===== src/hw/rdc_pkg.sv =====
// rdc_pkg: constants, register map and helpers of the rtc divider chain
// assumes a 32-bit axi4-lite register bus and one oscillator clock
package rdc_pkg;

   ////////////////////////////////////////////////////////////////////////
   // divider chain
   localparam int unsigned OSC_DIV = 32;
   localparam int unsigned PRE_DIV = 8;
   localparam int unsigned TMR_W   = 16;
   localparam int unsigned CNT_W   = 32;
   localparam int unsigned AXI_AW  = 18;

   ////////////////////////////////////////////////////////////////////////
   // register map (byte addresses)
   localparam logic [15:0] ICTRL_IDX  = 16'hf19e;
   localparam logic [17:0] OFF_ICTRL  = {ICTRL_IDX, 2'b00};
   localparam logic [17:0] OFF_RELOAD = 18'h0_0000;
   localparam logic [17:0] OFF_TMR    = 18'h0_0004;
   localparam logic [17:0] OFF_CLO    = 18'h0_0008;
   localparam logic [17:0] OFF_CHI    = 18'h0_000c;
   localparam logic [17:0] OFF_STAT   = 18'h0_0010;
   localparam logic [17:0] OFF_CLR    = 18'h0_0014;
   localparam logic [17:0] OFF_EN     = 18'h0_0018;

   // fields
   localparam int unsigned IC_REQ_BIT = 7;
   localparam int unsigned IC_EN_BIT  = 6;
   localparam int unsigned IC_LVL_W   = 6;
   localparam int unsigned ST_PRE     = 0;
   localparam int unsigned ST_WRAP    = 1;
   localparam int unsigned ST_W       = 2;

   // reset values
   localparam logic [15:0]     ICTRL_RST = 16'h0000;
   localparam logic [ST_W-1:0] IRQ_RST   = 2'h0;

   localparam logic [1:0] RESP_OKAY   = 2'h0;
   localparam logic [1:0] RESP_SLVERR = 2'h2;

   typedef enum logic [3:0] {
      R_RELOAD, R_TMR, R_CLO, R_CHI, R_STAT, R_CLR, R_EN, R_ICTRL, R_NONE
   } rdc_reg_t;

   function automatic rdc_reg_t rdc_decode(input logic [AXI_AW-1:0] a);
      unique case (a)
         OFF_RELOAD: return R_RELOAD;
         OFF_TMR:    return R_TMR;
         OFF_CLO:    return R_CLO;
         OFF_CHI:    return R_CHI;
         OFF_STAT:   return R_STAT;
         OFF_CLR:    return R_CLR;
         OFF_EN:     return R_EN;
         OFF_ICTRL:  return R_ICTRL;
         default:    return R_NONE;
      endcase
   endfunction : rdc_decode

   // byte-lane merge of a write into a stored word
   function automatic logic [31:0] rdc_merge(input logic [31:0] old_v,
                                             input logic [31:0] new_v,
                                             input logic [3:0]  strb);
      logic [31:0] r;
      r = old_v;
      for (int i = 0; i < 4; i++) begin
         if (strb[i]) begin
            r[8*i +: 8] = new_v[8*i +: 8];
         end
      end
      return r;
   endfunction : rdc_merge

endpackage : rdc_pkg


===== src/hw/rdc_div.sv =====
// rdc_div: oscillator /32 then fixed /8 prescaler, one-cycle tick out
// assumes clk is the oscillator itself, not the cpu clock
`timescale 1ns/1ps
module rdc_div #(
   parameter int unsigned OSC_DIV = rdc_pkg::OSC_DIV,
   parameter int unsigned PRE_DIV = rdc_pkg::PRE_DIV
) (
   // clock and reset
   input  wire logic clk,
   input  wire logic rst,
   // tick after both fixed stages
   output logic      pre_tick
);
   import rdc_pkg::*;

   // both counters are 8 bits wide
   if (OSC_DIV < 2 || OSC_DIV > 256 || PRE_DIV < 1 || PRE_DIV > 256) begin : g_bad_div
      $error("rdc_div: divider out of range");
   end

   logic [7:0] osc_q, osc_d;
   logic [7:0] pre_q, pre_d;
   logic       tick_q, tick_d;
   logic       rtc_en;

   ////////////////////////////////////////////////////////////////////////
   // only the oscillator feeds this chain, so cpu clock mode never matters
   always_comb begin
      rtc_en = (osc_q == 8'(OSC_DIV - 1));
      osc_d  = rtc_en ? 8'h00 : osc_q + 8'h01;
      pre_d  = pre_q;
      tick_d = 1'b0;
      if (rtc_en) begin
         tick_d = (pre_q == 8'(PRE_DIV - 1));
         pre_d  = tick_d ? 8'h00 : pre_q + 8'h01;
      end
   end

   always_ff @(posedge clk or posedge rst) begin
      if (rst) begin
         osc_q  <= 8'h00;
         pre_q  <= 8'h00;
         tick_q <= 1'b0;
      end else begin
         osc_q  <= osc_d;
         pre_q  <= pre_d;
         tick_q <= tick_d;
      end
   end

   assign pre_tick = tick_q;

endmodule : rdc_div


===== src/hw/rdc_axil.sv =====
// rdc_axil: axi4-lite slave front end, one write and one read at a time
// assumes the owner decodes addresses and reports mapped/unmapped
`timescale 1ns/1ps
module rdc_axil (
   // clock and reset
   input  wire logic                      clk,
   input  wire logic                      rst,
   // axi4-lite
   input  wire logic [rdc_pkg::AXI_AW-1:0] awaddr,
   input  wire logic                      awvalid,
   output logic                           awready,
   input  wire logic [31:0]               wdata,
   input  wire logic [3:0]                wstrb,
   input  wire logic                      wvalid,
   output logic                           wready,
   output logic [1:0]                     bresp,
   output logic                           bvalid,
   input  wire logic                      bready,
   input  wire logic                      arvalid,
   output logic                           arready,
   output logic [31:0]                    rdata,
   output logic [1:0]                     rresp,
   output logic                           rvalid,
   input  wire logic                      rready,
   // register side
   output logic                           wr_go,
   output logic [rdc_pkg::AXI_AW-1:0]     wr_addr,
   output logic [31:0]                    wr_data,
   output logic [3:0]                     wr_strb,
   input  wire logic                      wr_ok,
   input  wire logic [31:0]               rd_data,
   input  wire logic                      rd_ok
);
   import rdc_pkg::*;

   logic              awf_q, awf_d, wf_q, wf_d;
   logic [AXI_AW-1:0] addr_q, addr_d;
   logic [31:0]       data_q, data_d, rdata_q, rdata_d;
   logic [3:0]        strb_q, strb_d;
   logic              bv_q, bv_d, rv_q, rv_d;
   logic [1:0]        br_q, br_d, rr_q, rr_d;
   logic              awr_q, awr_d, wr_q, wr_d, arr_q, arr_d;
   logic              aw_take, w_take, ar_take, go;

   ////////////////////////////////////////////////////////////////////////
   // address and data are held separately so they may arrive in any order
   always_comb begin
      aw_take = awvalid && awr_q;
      w_take  = wvalid && wr_q;
      ar_take = arvalid && arr_q;
      go      = awf_q && wf_q && !bv_q;
      awf_d   = go ? 1'b0 : (awf_q || aw_take);
      wf_d    = go ? 1'b0 : (wf_q || w_take);
      addr_d  = aw_take ? awaddr : addr_q;
      data_d  = w_take ? wdata : data_q;
      strb_d  = w_take ? wstrb : strb_q;
      bv_d    = go || (bv_q && !bready);
      br_d    = go ? (wr_ok ? RESP_OKAY : RESP_SLVERR) : br_q;
      awr_d   = !awf_d && !bv_d;
      wr_d    = !wf_d && !bv_d;
      rv_d    = ar_take || (rv_q && !rready);
      rdata_d = ar_take ? rd_data : rdata_q;
      rr_d    = ar_take ? (rd_ok ? RESP_OKAY : RESP_SLVERR) : rr_q;
      arr_d   = !rv_d;
   end

   always_ff @(posedge clk or posedge rst) begin
      if (rst) begin
         awf_q <= 1'b0; wf_q <= 1'b0; bv_q <= 1'b0; rv_q <= 1'b0;
         addr_q <= '0; data_q <= 32'h0000_0000; strb_q <= 4'h0;
         br_q <= RESP_OKAY; rr_q <= RESP_OKAY; rdata_q <= 32'h0000_0000;
         awr_q <= 1'b0; wr_q <= 1'b0; arr_q <= 1'b0;
      end else begin
         awf_q <= awf_d; wf_q <= wf_d; bv_q <= bv_d; rv_q <= rv_d;
         addr_q <= addr_d; data_q <= data_d; strb_q <= strb_d;
         br_q <= br_d; rr_q <= rr_d; rdata_q <= rdata_d;
         awr_q <= awr_d; wr_q <= wr_d; arr_q <= arr_d;
      end
   end

   assign awready = awr_q;
   assign wready  = wr_q;
   assign arready = arr_q;
   assign bvalid  = bv_q;
   assign bresp   = br_q;
   assign rvalid  = rv_q;
   assign rresp   = rr_q;
   assign rdata   = rdata_q;
   assign wr_go   = go;
   assign wr_addr = addr_q;
   assign wr_data = data_q;
   assign wr_strb = strb_q;

endmodule : rdc_axil


===== src/hw/rdc_top.sv =====
// rdc_top: rtc divider chain (fixed /8, reloadable 16-bit, 32-bit count)
// assumes clk is the 20 MHz oscillator and software uses axi4-lite
//
// Operation
// - the chain is clocked from the oscillator divided by 32 by its own divider.
// - cpu clock generation mode has no path into the chain or its rate.
// - three stages in series: fixed /8, reloadable prescale timer, long count.
// - the middle stage is a 16-bit timer that restarts from a reload value.
// - the 32-bit long count is read and written as low and high halves.
// - every stage counts upward.
// - reload, prescale timer and long count keep their value through reset.
// - a periodic interrupt is raised from the time base.
// - prescale timer overflow carries into the long count; only with reload zero do they form one 48-bit counter.
// - the interrupt control register shared with the pll resets to zero.
//
// Implementation choice: the AXI4-Lite register port.
`timescale 1ns/1ps
module rdc_top (
   // clock and reset
   input  wire logic                       clk,
   input  wire logic                       rst,
   // axi4-lite write
   input  wire logic [rdc_pkg::AXI_AW-1:0] s_axi_awaddr,
   input  wire logic                       s_axi_awvalid,
   output logic                            s_axi_awready,
   input  wire logic [31:0]                s_axi_wdata,
   input  wire logic [3:0]                 s_axi_wstrb,
   input  wire logic                       s_axi_wvalid,
   output logic                            s_axi_wready,
   output logic [1:0]                      s_axi_bresp,
   output logic                            s_axi_bvalid,
   input  wire logic                       s_axi_bready,
   // axi4-lite read
   input  wire logic [rdc_pkg::AXI_AW-1:0] s_axi_araddr,
   input  wire logic                       s_axi_arvalid,
   output logic                            s_axi_arready,
   output logic [31:0]                     s_axi_rdata,
   output logic [1:0]                      s_axi_rresp,
   output logic                            s_axi_rvalid,
   input  wire logic                       s_axi_rready,
   // interrupt
   output logic                            irq
);
   import rdc_pkg::*;

   logic              pre_tick;
   logic              wr_go, wr_ok, rd_ok;
   logic [AXI_AW-1:0] wr_addr;
   logic [31:0]       wr_data, rd_data;
   logic [3:0]        wr_strb;
   rdc_reg_t          wsel, rsel;

   ////////////////////////////////////////////////////////////////////////
   // fixed stages and bus front end

   rdc_div #(
      .OSC_DIV (OSC_DIV),
      .PRE_DIV (PRE_DIV)
   ) rdc_div_i (
      .clk      (clk),
      .rst      (rst),
      .pre_tick (pre_tick)
   );

   rdc_axil rdc_axil_i (
      .clk     (clk),
      .rst     (rst),
      .awaddr  (s_axi_awaddr),
      .awvalid (s_axi_awvalid),
      .awready (s_axi_awready),
      .wdata   (s_axi_wdata),
      .wstrb   (s_axi_wstrb),
      .wvalid  (s_axi_wvalid),
      .wready  (s_axi_wready),
      .bresp   (s_axi_bresp),
      .bvalid  (s_axi_bvalid),
      .bready  (s_axi_bready),
      .arvalid (s_axi_arvalid),
      .arready (s_axi_arready),
      .rdata   (s_axi_rdata),
      .rresp   (s_axi_rresp),
      .rvalid  (s_axi_rvalid),
      .rready  (s_axi_rready),
      .wr_go   (wr_go),
      .wr_addr (wr_addr),
      .wr_data (wr_data),
      .wr_strb (wr_strb),
      .wr_ok   (wr_ok),
      .rd_data (rd_data),
      .rd_ok   (rd_ok)
   );

   ////////////////////////////////////////////////////////////////////////
   // time base state: no reset, so system time survives any reset

   // the 32-bit long count lives in two halves, so the chain is 48 bits
   localparam int unsigned HALF_W = CNT_W / 2;

   logic [TMR_W-1:0]  reload_q, reload_d, tmr_q, tmr_d;
   logic [HALF_W-1:0] clo_q, clo_d, chi_q, chi_d;
   logic [CNT_W-1:0]  cnt_inc;
   logic              ovf, wrap;
   logic              wr_rel, wr_tmr, wr_clo, wr_chi;

   always_comb begin
      wsel    = rdc_decode(wr_addr);
      wr_rel  = wr_go && (wsel == R_RELOAD);
      wr_tmr  = wr_go && (wsel == R_TMR);
      wr_clo  = wr_go && (wsel == R_CLO);
      wr_chi  = wr_go && (wsel == R_CHI);
      ovf     = pre_tick && (tmr_q == '1);
      wrap    = ovf && ({chi_q, clo_q} == '1);
      cnt_inc = {chi_q, clo_q} + 32'h0000_0001;
      reload_d = wr_rel ? 16'(rdc_merge({16'h0000, reload_q}, wr_data, wr_strb))
                        : reload_q;
      tmr_d = tmr_q;
      if (wr_tmr) begin
         tmr_d = 16'(rdc_merge({16'h0000, tmr_q}, wr_data, wr_strb));
      end else if (ovf) begin
         tmr_d = reload_q;
      end else if (pre_tick) begin
         tmr_d = tmr_q + 16'h0001;
      end
      // a written half wins; the other half still takes its carry
      clo_d = wr_clo ? 16'(rdc_merge({16'h0000, clo_q}, wr_data, wr_strb))
                     : (ovf ? cnt_inc[HALF_W-1:0] : clo_q);
      chi_d = wr_chi ? 16'(rdc_merge({16'h0000, chi_q}, wr_data, wr_strb))
                     : (ovf ? cnt_inc[CNT_W-1:HALF_W] : chi_q);
   end

   always_ff @(posedge clk) begin
      reload_q <= reload_d;
      tmr_q    <= tmr_d;
      clo_q    <= clo_d;
      chi_q    <= chi_d;
   end

   ////////////////////////////////////////////////////////////////////////
   // interrupt control; request and enable of the shared control register
   // are the same flops as status bit 0 and enable bit 0

   logic [ST_W-1:0]     stat_q, stat_d, en_q, en_d, clr;
   logic [IC_LVL_W-1:0] lvl_q, lvl_d;
   logic                irq_q, irq_d;
   logic [31:0]         icw;

   always_comb begin
      icw    = rdc_merge({16'h0000, ictrl_rd()}, wr_data, wr_strb);
      clr    = (wr_go && wsel == R_CLR) ? wr_data[ST_W-1:0] : '0;
      stat_d = stat_q & ~clr;
      en_d   = (wr_go && wsel == R_EN) ? wr_data[ST_W-1:0] : en_q;
      lvl_d  = lvl_q;
      if (wr_go && wsel == R_ICTRL) begin
         stat_d[ST_PRE] = icw[IC_REQ_BIT];
         en_d[ST_PRE]   = icw[IC_EN_BIT];
         lvl_d          = icw[IC_LVL_W-1:0];
      end
      // an event in the clearing cycle is kept
      if (ovf) begin
         stat_d[ST_PRE] = 1'b1;
      end
      if (wrap) begin
         stat_d[ST_WRAP] = 1'b1;
      end
      irq_d = |(stat_d & en_d);
   end

   always_ff @(posedge clk or posedge rst) begin
      if (rst) begin
         stat_q <= IRQ_RST;
         en_q   <= IRQ_RST;
         lvl_q  <= ICTRL_RST[IC_LVL_W-1:0];
         irq_q  <= 1'b0;
      end else begin
         stat_q <= stat_d;
         en_q   <= en_d;
         lvl_q  <= lvl_d;
         irq_q  <= irq_d;
      end
   end

   assign irq = irq_q;

   function automatic logic [15:0] ictrl_rd();
      logic [15:0] v;
      v                = ICTRL_RST;
      v[IC_REQ_BIT]    = stat_q[ST_PRE];
      v[IC_EN_BIT]     = en_q[ST_PRE];
      v[IC_LVL_W-1:0]  = lvl_q;
      return v;
   endfunction : ictrl_rd

   ////////////////////////////////////////////////////////////////////////
   // register read and response decode

   logic [15:0] ictrl_v;

   always_comb begin
      rsel    = rdc_decode(s_axi_araddr);
      ictrl_v = ictrl_rd();
      rd_ok   = (rsel != R_NONE);
      wr_ok   = (wsel != R_NONE);
      rd_data = 32'h0000_0000;
      unique case (rsel)
         R_RELOAD: rd_data = {16'h0000, reload_q};
         R_TMR:    rd_data = {16'h0000, tmr_q};
         R_CLO:    rd_data = {16'h0000, clo_q};
         R_CHI:    rd_data = {16'h0000, chi_q};
         R_STAT:   rd_data = {30'h0, stat_q};
         R_EN:     rd_data = {30'h0, en_q};
         R_ICTRL:  rd_data = {16'h0000, ictrl_v};
         R_CLR:    rd_data = 32'h0000_0000;
         R_NONE:   rd_data = 32'h0000_0000;
      endcase
   end

   ////////////////////////////////////////////////////////////////////////
   // checks

   logic [8:0] gap_q;
   logic       seen_q;

   always_ff @(posedge clk or posedge rst) begin
      if (rst) begin
         gap_q  <= 9'h000;
         seen_q <= 1'b0;
      end else begin
         gap_q  <= pre_tick ? 9'h000 : gap_q + 9'h001;
         seen_q <= seen_q || pre_tick;
      end
   end

   a_tick_spacing: assert property (@(posedge clk) disable iff (rst)
      pre_tick && seen_q |-> gap_q == 9'(OSC_DIV * PRE_DIV - 1))
      else $error("prescale tick spacing wrong");

   a_tick_pulse: assert property (@(posedge clk) disable iff (rst)
      pre_tick |=> !pre_tick)
      else $error("prescale tick longer than one cycle");

   a_tmr_reload: assert property (@(posedge clk) disable iff (rst)
      ovf && !wr_tmr |=> tmr_q == $past(reload_q))
      else $error("prescale timer did not reload");

   a_tmr_up: assert property (@(posedge clk) disable iff (rst)
      pre_tick && !ovf && !wr_tmr |=> tmr_q == $past(tmr_q) + 16'h0001)
      else $error("prescale timer did not count up");

   a_tmr_idle: assert property (@(posedge clk) disable iff (rst)
      !pre_tick && !wr_tmr |=> $stable(tmr_q))
      else $error("prescale timer moved without tick");

   a_tmr_write: assert property (@(posedge clk) disable iff (rst)
      wr_tmr && wr_strb == 4'hf |=> tmr_q == $past(wr_data[TMR_W-1:0]))
      else $error("prescale timer write lost");

   a_reload_write: assert property (@(posedge clk) disable iff (rst)
      wr_rel && wr_strb == 4'hf |=> reload_q == $past(wr_data[TMR_W-1:0]))
      else $error("reload write lost");

   a_count_adv: assert property (@(posedge clk) disable iff (rst)
      ovf && !wr_clo && !wr_chi |=> {chi_q, clo_q} == $past({chi_q, clo_q}) + 32'h0000_0001)
      else $error("long count did not advance");

   a_count_hold: assert property (@(posedge clk) disable iff (rst)
      !ovf && !wr_clo && !wr_chi |=> $stable({chi_q, clo_q}))
      else $error("long count moved without overflow");

   a_wrap_set: assert property (@(posedge clk) disable iff (rst)
      wrap |=> stat_q[ST_WRAP])
      else $error("wrap flag not set");

   a_req_set: assert property (@(posedge clk) disable iff (rst)
      ovf |=> stat_q[ST_PRE] && ictrl_v[IC_REQ_BIT])
      else $error("request flag not set");

   a_req_sticky: assert property (@(posedge clk) disable iff (rst)
      stat_q[ST_PRE] && !(wr_go && (wsel == R_CLR || wsel == R_ICTRL))
      |=> stat_q[ST_PRE])
      else $error("request flag dropped");

   // a clear that meets an overflow in the same cycle must lose
   a_req_race: assert property (@(posedge clk) disable iff (rst)
      ovf && wr_go && (wsel == R_CLR || wsel == R_ICTRL) |=> stat_q[ST_PRE])
      else $error("request flag lost to a clear");

   a_req_clear: assert property (@(posedge clk) disable iff (rst)
      wr_go && wsel == R_CLR && wr_data[ST_PRE] && !ovf |=> !stat_q[ST_PRE])
      else $error("request flag not cleared");

   a_irq_level: assert property (@(posedge clk) disable iff (rst)
      irq == |(stat_q & en_q))
      else $error("irq does not follow status and enable");

   a_ictrl_reset: assert property (@(posedge clk)
      $fell(rst) |-> ictrl_v == ICTRL_RST)
      else $error("control register not zero after reset");

   c_overflow: cover property (@(posedge clk) disable iff (rst) ovf);
   c_wrap: cover property (@(posedge clk) disable iff (rst) wrap);
   c_irq_rise: cover property (@(posedge clk) disable iff (rst) $rose(irq));
   c_clr_race: cover property (@(posedge clk) disable iff (rst)
      ovf && wr_go && wsel == R_CLR);
   c_ictrl_write: cover property (@(posedge clk) disable iff (rst) wr_go && wsel == R_ICTRL);

endmodule : rdc_top


===== config.mk =====
export PLATFORM = sky130hd
export DESIGN_NAME = rdc_top
export DESIGN_NICKNAME = d
export VERILOG_FILES = /design/src/hw/rdc_pkg.sv /design/src/hw/rdc_div.sv /design/src/hw/rdc_axil.sv /design/src/hw/rdc_top.sv
export SDC_FILE = /design/constraint.sdc
export NUM_CORES = 1
export LEC_CHECK = 0
export BUFFER_PORTS_ARGS = -buffer_cell sky130_fd_sc_hd__buf_2
export CAP_MARGIN = 10
export CORE_ASPECT_RATIO = 1.5
export CORE_UTILIZATION = 51
export CTS_BUF_LIST = sky130_fd_sc_hd__clkbuf_16
export DETAILED_ROUTE_END_ITERATION = 7
export PLACE_DENSITY_LB_ADDON = 0.3
export SLEW_MARGIN = 20
export SYNTH_ARGS = -nofsm -noshare
export SYNTH_HDL_FRONTEND = slang
export SYNTH_SLANG_ARGS = --single-unit

===== constraint.sdc =====
create_clock -name clk -period 7.6 [get_ports clk]
set_clock_uncertainty 0.15 [all_clocks]
set_input_delay 1.52 -clock clk [delete_from_list [all_inputs] [get_ports clk]]
set_output_delay 1.52 -clock clk [all_outputs]
set_load 0.02 [all_outputs]

==> flow_metrics.py <==
metrics = {
    "timing": {
        "setup_violations": 0,
        "rsz0062_at_grt": "no",
        "min_period_ps": 3880,
        "whs_ps": 324,
        "tns_ps": 0,
        "fin_crit_sh_pct": 51.0,
        "slew_headroom_pct": 31.6,
        "slew_viol_final": 0,
        "finalHoldViolCount": 0,
        "tightest_slew_ps": 1020,
        "fmax_mhz": 258,
    },
    "floorplanning": {
        "num_rows": 55,
        "coreArea_um2": 15100,
        "die_w_um": 104,
        "ios": 121,
        "initial_core_util_pct": 52.2,
        "die_h_um": 154,
        "die_area_um2": 16000,
    },
    "power_and_ir_drop": {
        "p_switching_mw": 0.691,
        "seqPwrFrac_pct": 49.9,
        "combPwrFrac_pct": 14.4,
        "p_sw_share_pct": 29.9,
        "p_clk_share_pct": 35.7,
        "p_leak_nw": 3.58,
        "p_per_area_nw_per_um2": 257,
        "p_total_mw": 2.32,
        "vdd_drop_max_mv": 0.213,
        "p_int_mw": 1.62,
    },
    "cells_and_area": {
        "layout-drive-gt1-share_pct": 22.1,
        "final_net_count": 902,
        "area_growth_pct": 13.9,
        "diodes": 0,
        "design_area_um2": 8990,
        "instances_no_fill": 1031,
    },
    "global_route": {
        "overflow": 0,
        "grt_pass1_wl_um": 31900,
        "grt_pass1_vias": 6192,
        "antenna_found_initial": 0,
        "grt_usage_pct": 25.9,
        "grt_max_degree": 90,
    },
    "placed_design": {
        "hpwl_um": 14500,
        "place_congestion": 0.960,
        "portBuffers": 84,
        "dp.cells": 999,
        "dpl-instance-area_um2": 8410,
    },
    "worst_setup_path": {
        "path_class": "reg2reg",
        "cp_data_arrival_time_ps": 3780,
        "cp_max_fo": 30,
        "required_ps": 7500,
        "crit_buf_inv": 0,
        "slowest_stage": "o21ai_1",
        "critical_path.endpoint_type": "flip-flop",
        "crit_family": "simple AND/OR/NAND/NOR gates",
        "critical_path.cell_chain": "nor4_1 -> nand4_1 -> nor3_1 -> nand3_1 -> o21ai_1",
        "slowest_delay_ps": 950,
        "crit_path_start_kind": "flip-flop",
    },
    "cts": {
        "post_cts_buffers": 0,
        "cts-buffers-inserted": 17,
        "cts-htree-levels": 4,
        "post_cts_resized": 0,
        "clockBufferDepth": 2,
        "cts_tree": "built",
        "ctsRootBufferMaster": "clkbuf_16",
        "numClockSinks": 153,
        "path_clk_slew_ps": 60,
        "hold_buffers": 0,
        "clk_latency_ps": 430,
    },
    "synthesis": {
        "async_flop_share_pct": 58.2,
        "syn_area_per_cell_um2": 10.6,
        "yosys-top-cells-area": "dfrtp_1 28%, edfxtp_1 24%, mux2_2 4.8%, xnor2_1 3.4%, nor2_1 3.4%",
        "netlist_area_um2": 7900,
        "yosysTopAreaCell": "dfrtp_1",
        "yosysSeqAreaShare_pct": 52.5,
        "synth_top_area_share_pct": 28.2,
        "post-synth-top-count-cell": "dfrtp_1",
        "ys_ff_latch": 153,
        "synth_cell_types": 66,
        "synthCells": 742,
        "synth_edf_count": 64,
        "yosysWarnings": 0,
        "ys_top_cells_by_count": "89 x dfrtp_1, 71 x nor2_1, 64 x edfxtp_1, 63 x nand2_1, 52 x a21oi_1",
        "synthFlopType": "dfrtp_1",
    },
    "routing": {
        "drt_first_pass_iters": 5,
        "drc": 0,
        "dr_total_vias": 6121,
        "drt_iter0_markers": 450,
        "avgViaCountPerCell": 5.94,
        "drtAntennaViolNets": 0,
        "wl_um": 19800,
        "wl_per_cell_um": 19.2,
    },
    "run_status": {
        "status": "finished, final reports clean",
    },
    "worst_hold_path": {
        "hp-class": "reg2reg",
    },
    "flow_run": {
        "max_cap_viol_count": 0,
    },
}
## area by class of cell
class | count | area (um^2)
Fill cell | 1303 | 6150
Sequential cell | 153 | 4150
Multi-Input combinational cell | 535 | 3470
Timing Repair Buffer | 90 | 469
Clock buffer | 17 | 425
Tap cell | 199 | 249
Clock inverter | 15 | 146
Inverter | 22 | 83.8
## worst register-to-register path, delay by kind of cell, from the launching register on
family          cells  cell delay [ps]
flops               1              390
simple gates        4             2000
compound gates      1              960
## metal layers
layer | vias to the layer above | GRT usage, % | part of all wire, %
met3 | 61 | 4.97 | 5.5
met4 | 0 | 13.5 | 4.7
met1 | 2949 | 29.7 | 38
li1 | 2844 | - | -
met5 | - | 0 | 0
met2 | 267 | 45.9 | 52
## final timing paths
kind,end,slack (ps),cells after the start,startpoint
hold reg to reg,rdc_axil_i.wready$_DFF_PP0_,320,1,rdc_axil_i.wf_q$_DFF_PP0_
setup reg to reg,tmr_q[6]$_DFFE_PP_,3720,5,rdc_axil_i.wr_addr[10]$_DFFE_PP0P_
setup / recovery,tmr_q[6]$_DFFE_PP_,3720,5,rdc_axil_i.wr_addr[10]$_DFFE_PP0P_
hold / removal,rdc_axil_i.wready$_DFF_PP0_,320,1,rdc_axil_i.wf_q$_DFF_PP0_
min in group asynchronous,rdc_axil_i.rdata[1]$_DFFE_PP0P_,1160,3,rst
max in group asynchronous,rdc_div_i.pre_q[5]$_DFFE_PP0N_,5590,3,rst
## per-stage QoR
stage / utilization [%] / worst slack, ps
global placement: 55.6 / 3710
global route: 59.4 / 3420
detailed placement: 55.6 / 3520
finish: 59.4 / 3720
CTS: 59.3 / 3480
floorplan: - / 3620
## kinds of logic after synthesis
family	count (synthesis)	share of synthesized area [%]
flops	153	52.5
other cells	1	0.0475
compound gates	141	11.5
fa+ha+maj	4	0.634
xor+xnor	50	5.54
simple gates	276	17.9
mux	46	7.48
buf+inv	71	4.40
## cells in the final DEF (no fill, tap or decap), drive strengths merged, types with 5 or more instances in the layout
master  Yosys  routed
buf        25      90
dfrtp      89      89
nor2       73      73
edfxtp     64      64
nand2      64      64
a21oi      52      52
nand3      40      40
o21ai      35      35
mux2       34      34
xnor2      31      31
nor3       31      31
inv        22      30
xor2       19      19
conb        1      18
clkbuf     24      17
nand4      16      16
nor4       13      13
and3       12      12
a22o       10      10
mux4        7       7
and2        7       7
o22ai       6       6
a221o       6       6
o211ai      6       6
mux2i       5       5
clkinv      0       5
## sequential cells by signal, indices dropped and copies added (netlist names), 8 cells and up
name	flops
rdc_div_i.pre_q	8
rdc_axil_i.wr_data	16
rdc_axil_i.rdata	16
tmr_q	16
clo_q	16
rdc_axil_i.wr_addr	18
rdc_div_i.osc_q	8
reload_q	16
chi_q	16
## power groups by stage
stage | combinational [mW] | clock, mW | sequential (mW)
after CTS | 0.339 | 0.832 | 1.15
final | 0.334 | 0.826 | 1.15
after floorplan | 0.236 | 0 | 1.12
after detailed placement | 0.336 | 0 | 1.16
after global routing | 0.367 | 0.868 | 1.17
after global placement | 0.322 | 0 | 1.15
No activity file was read; power rests on OpenSTA's default activity.
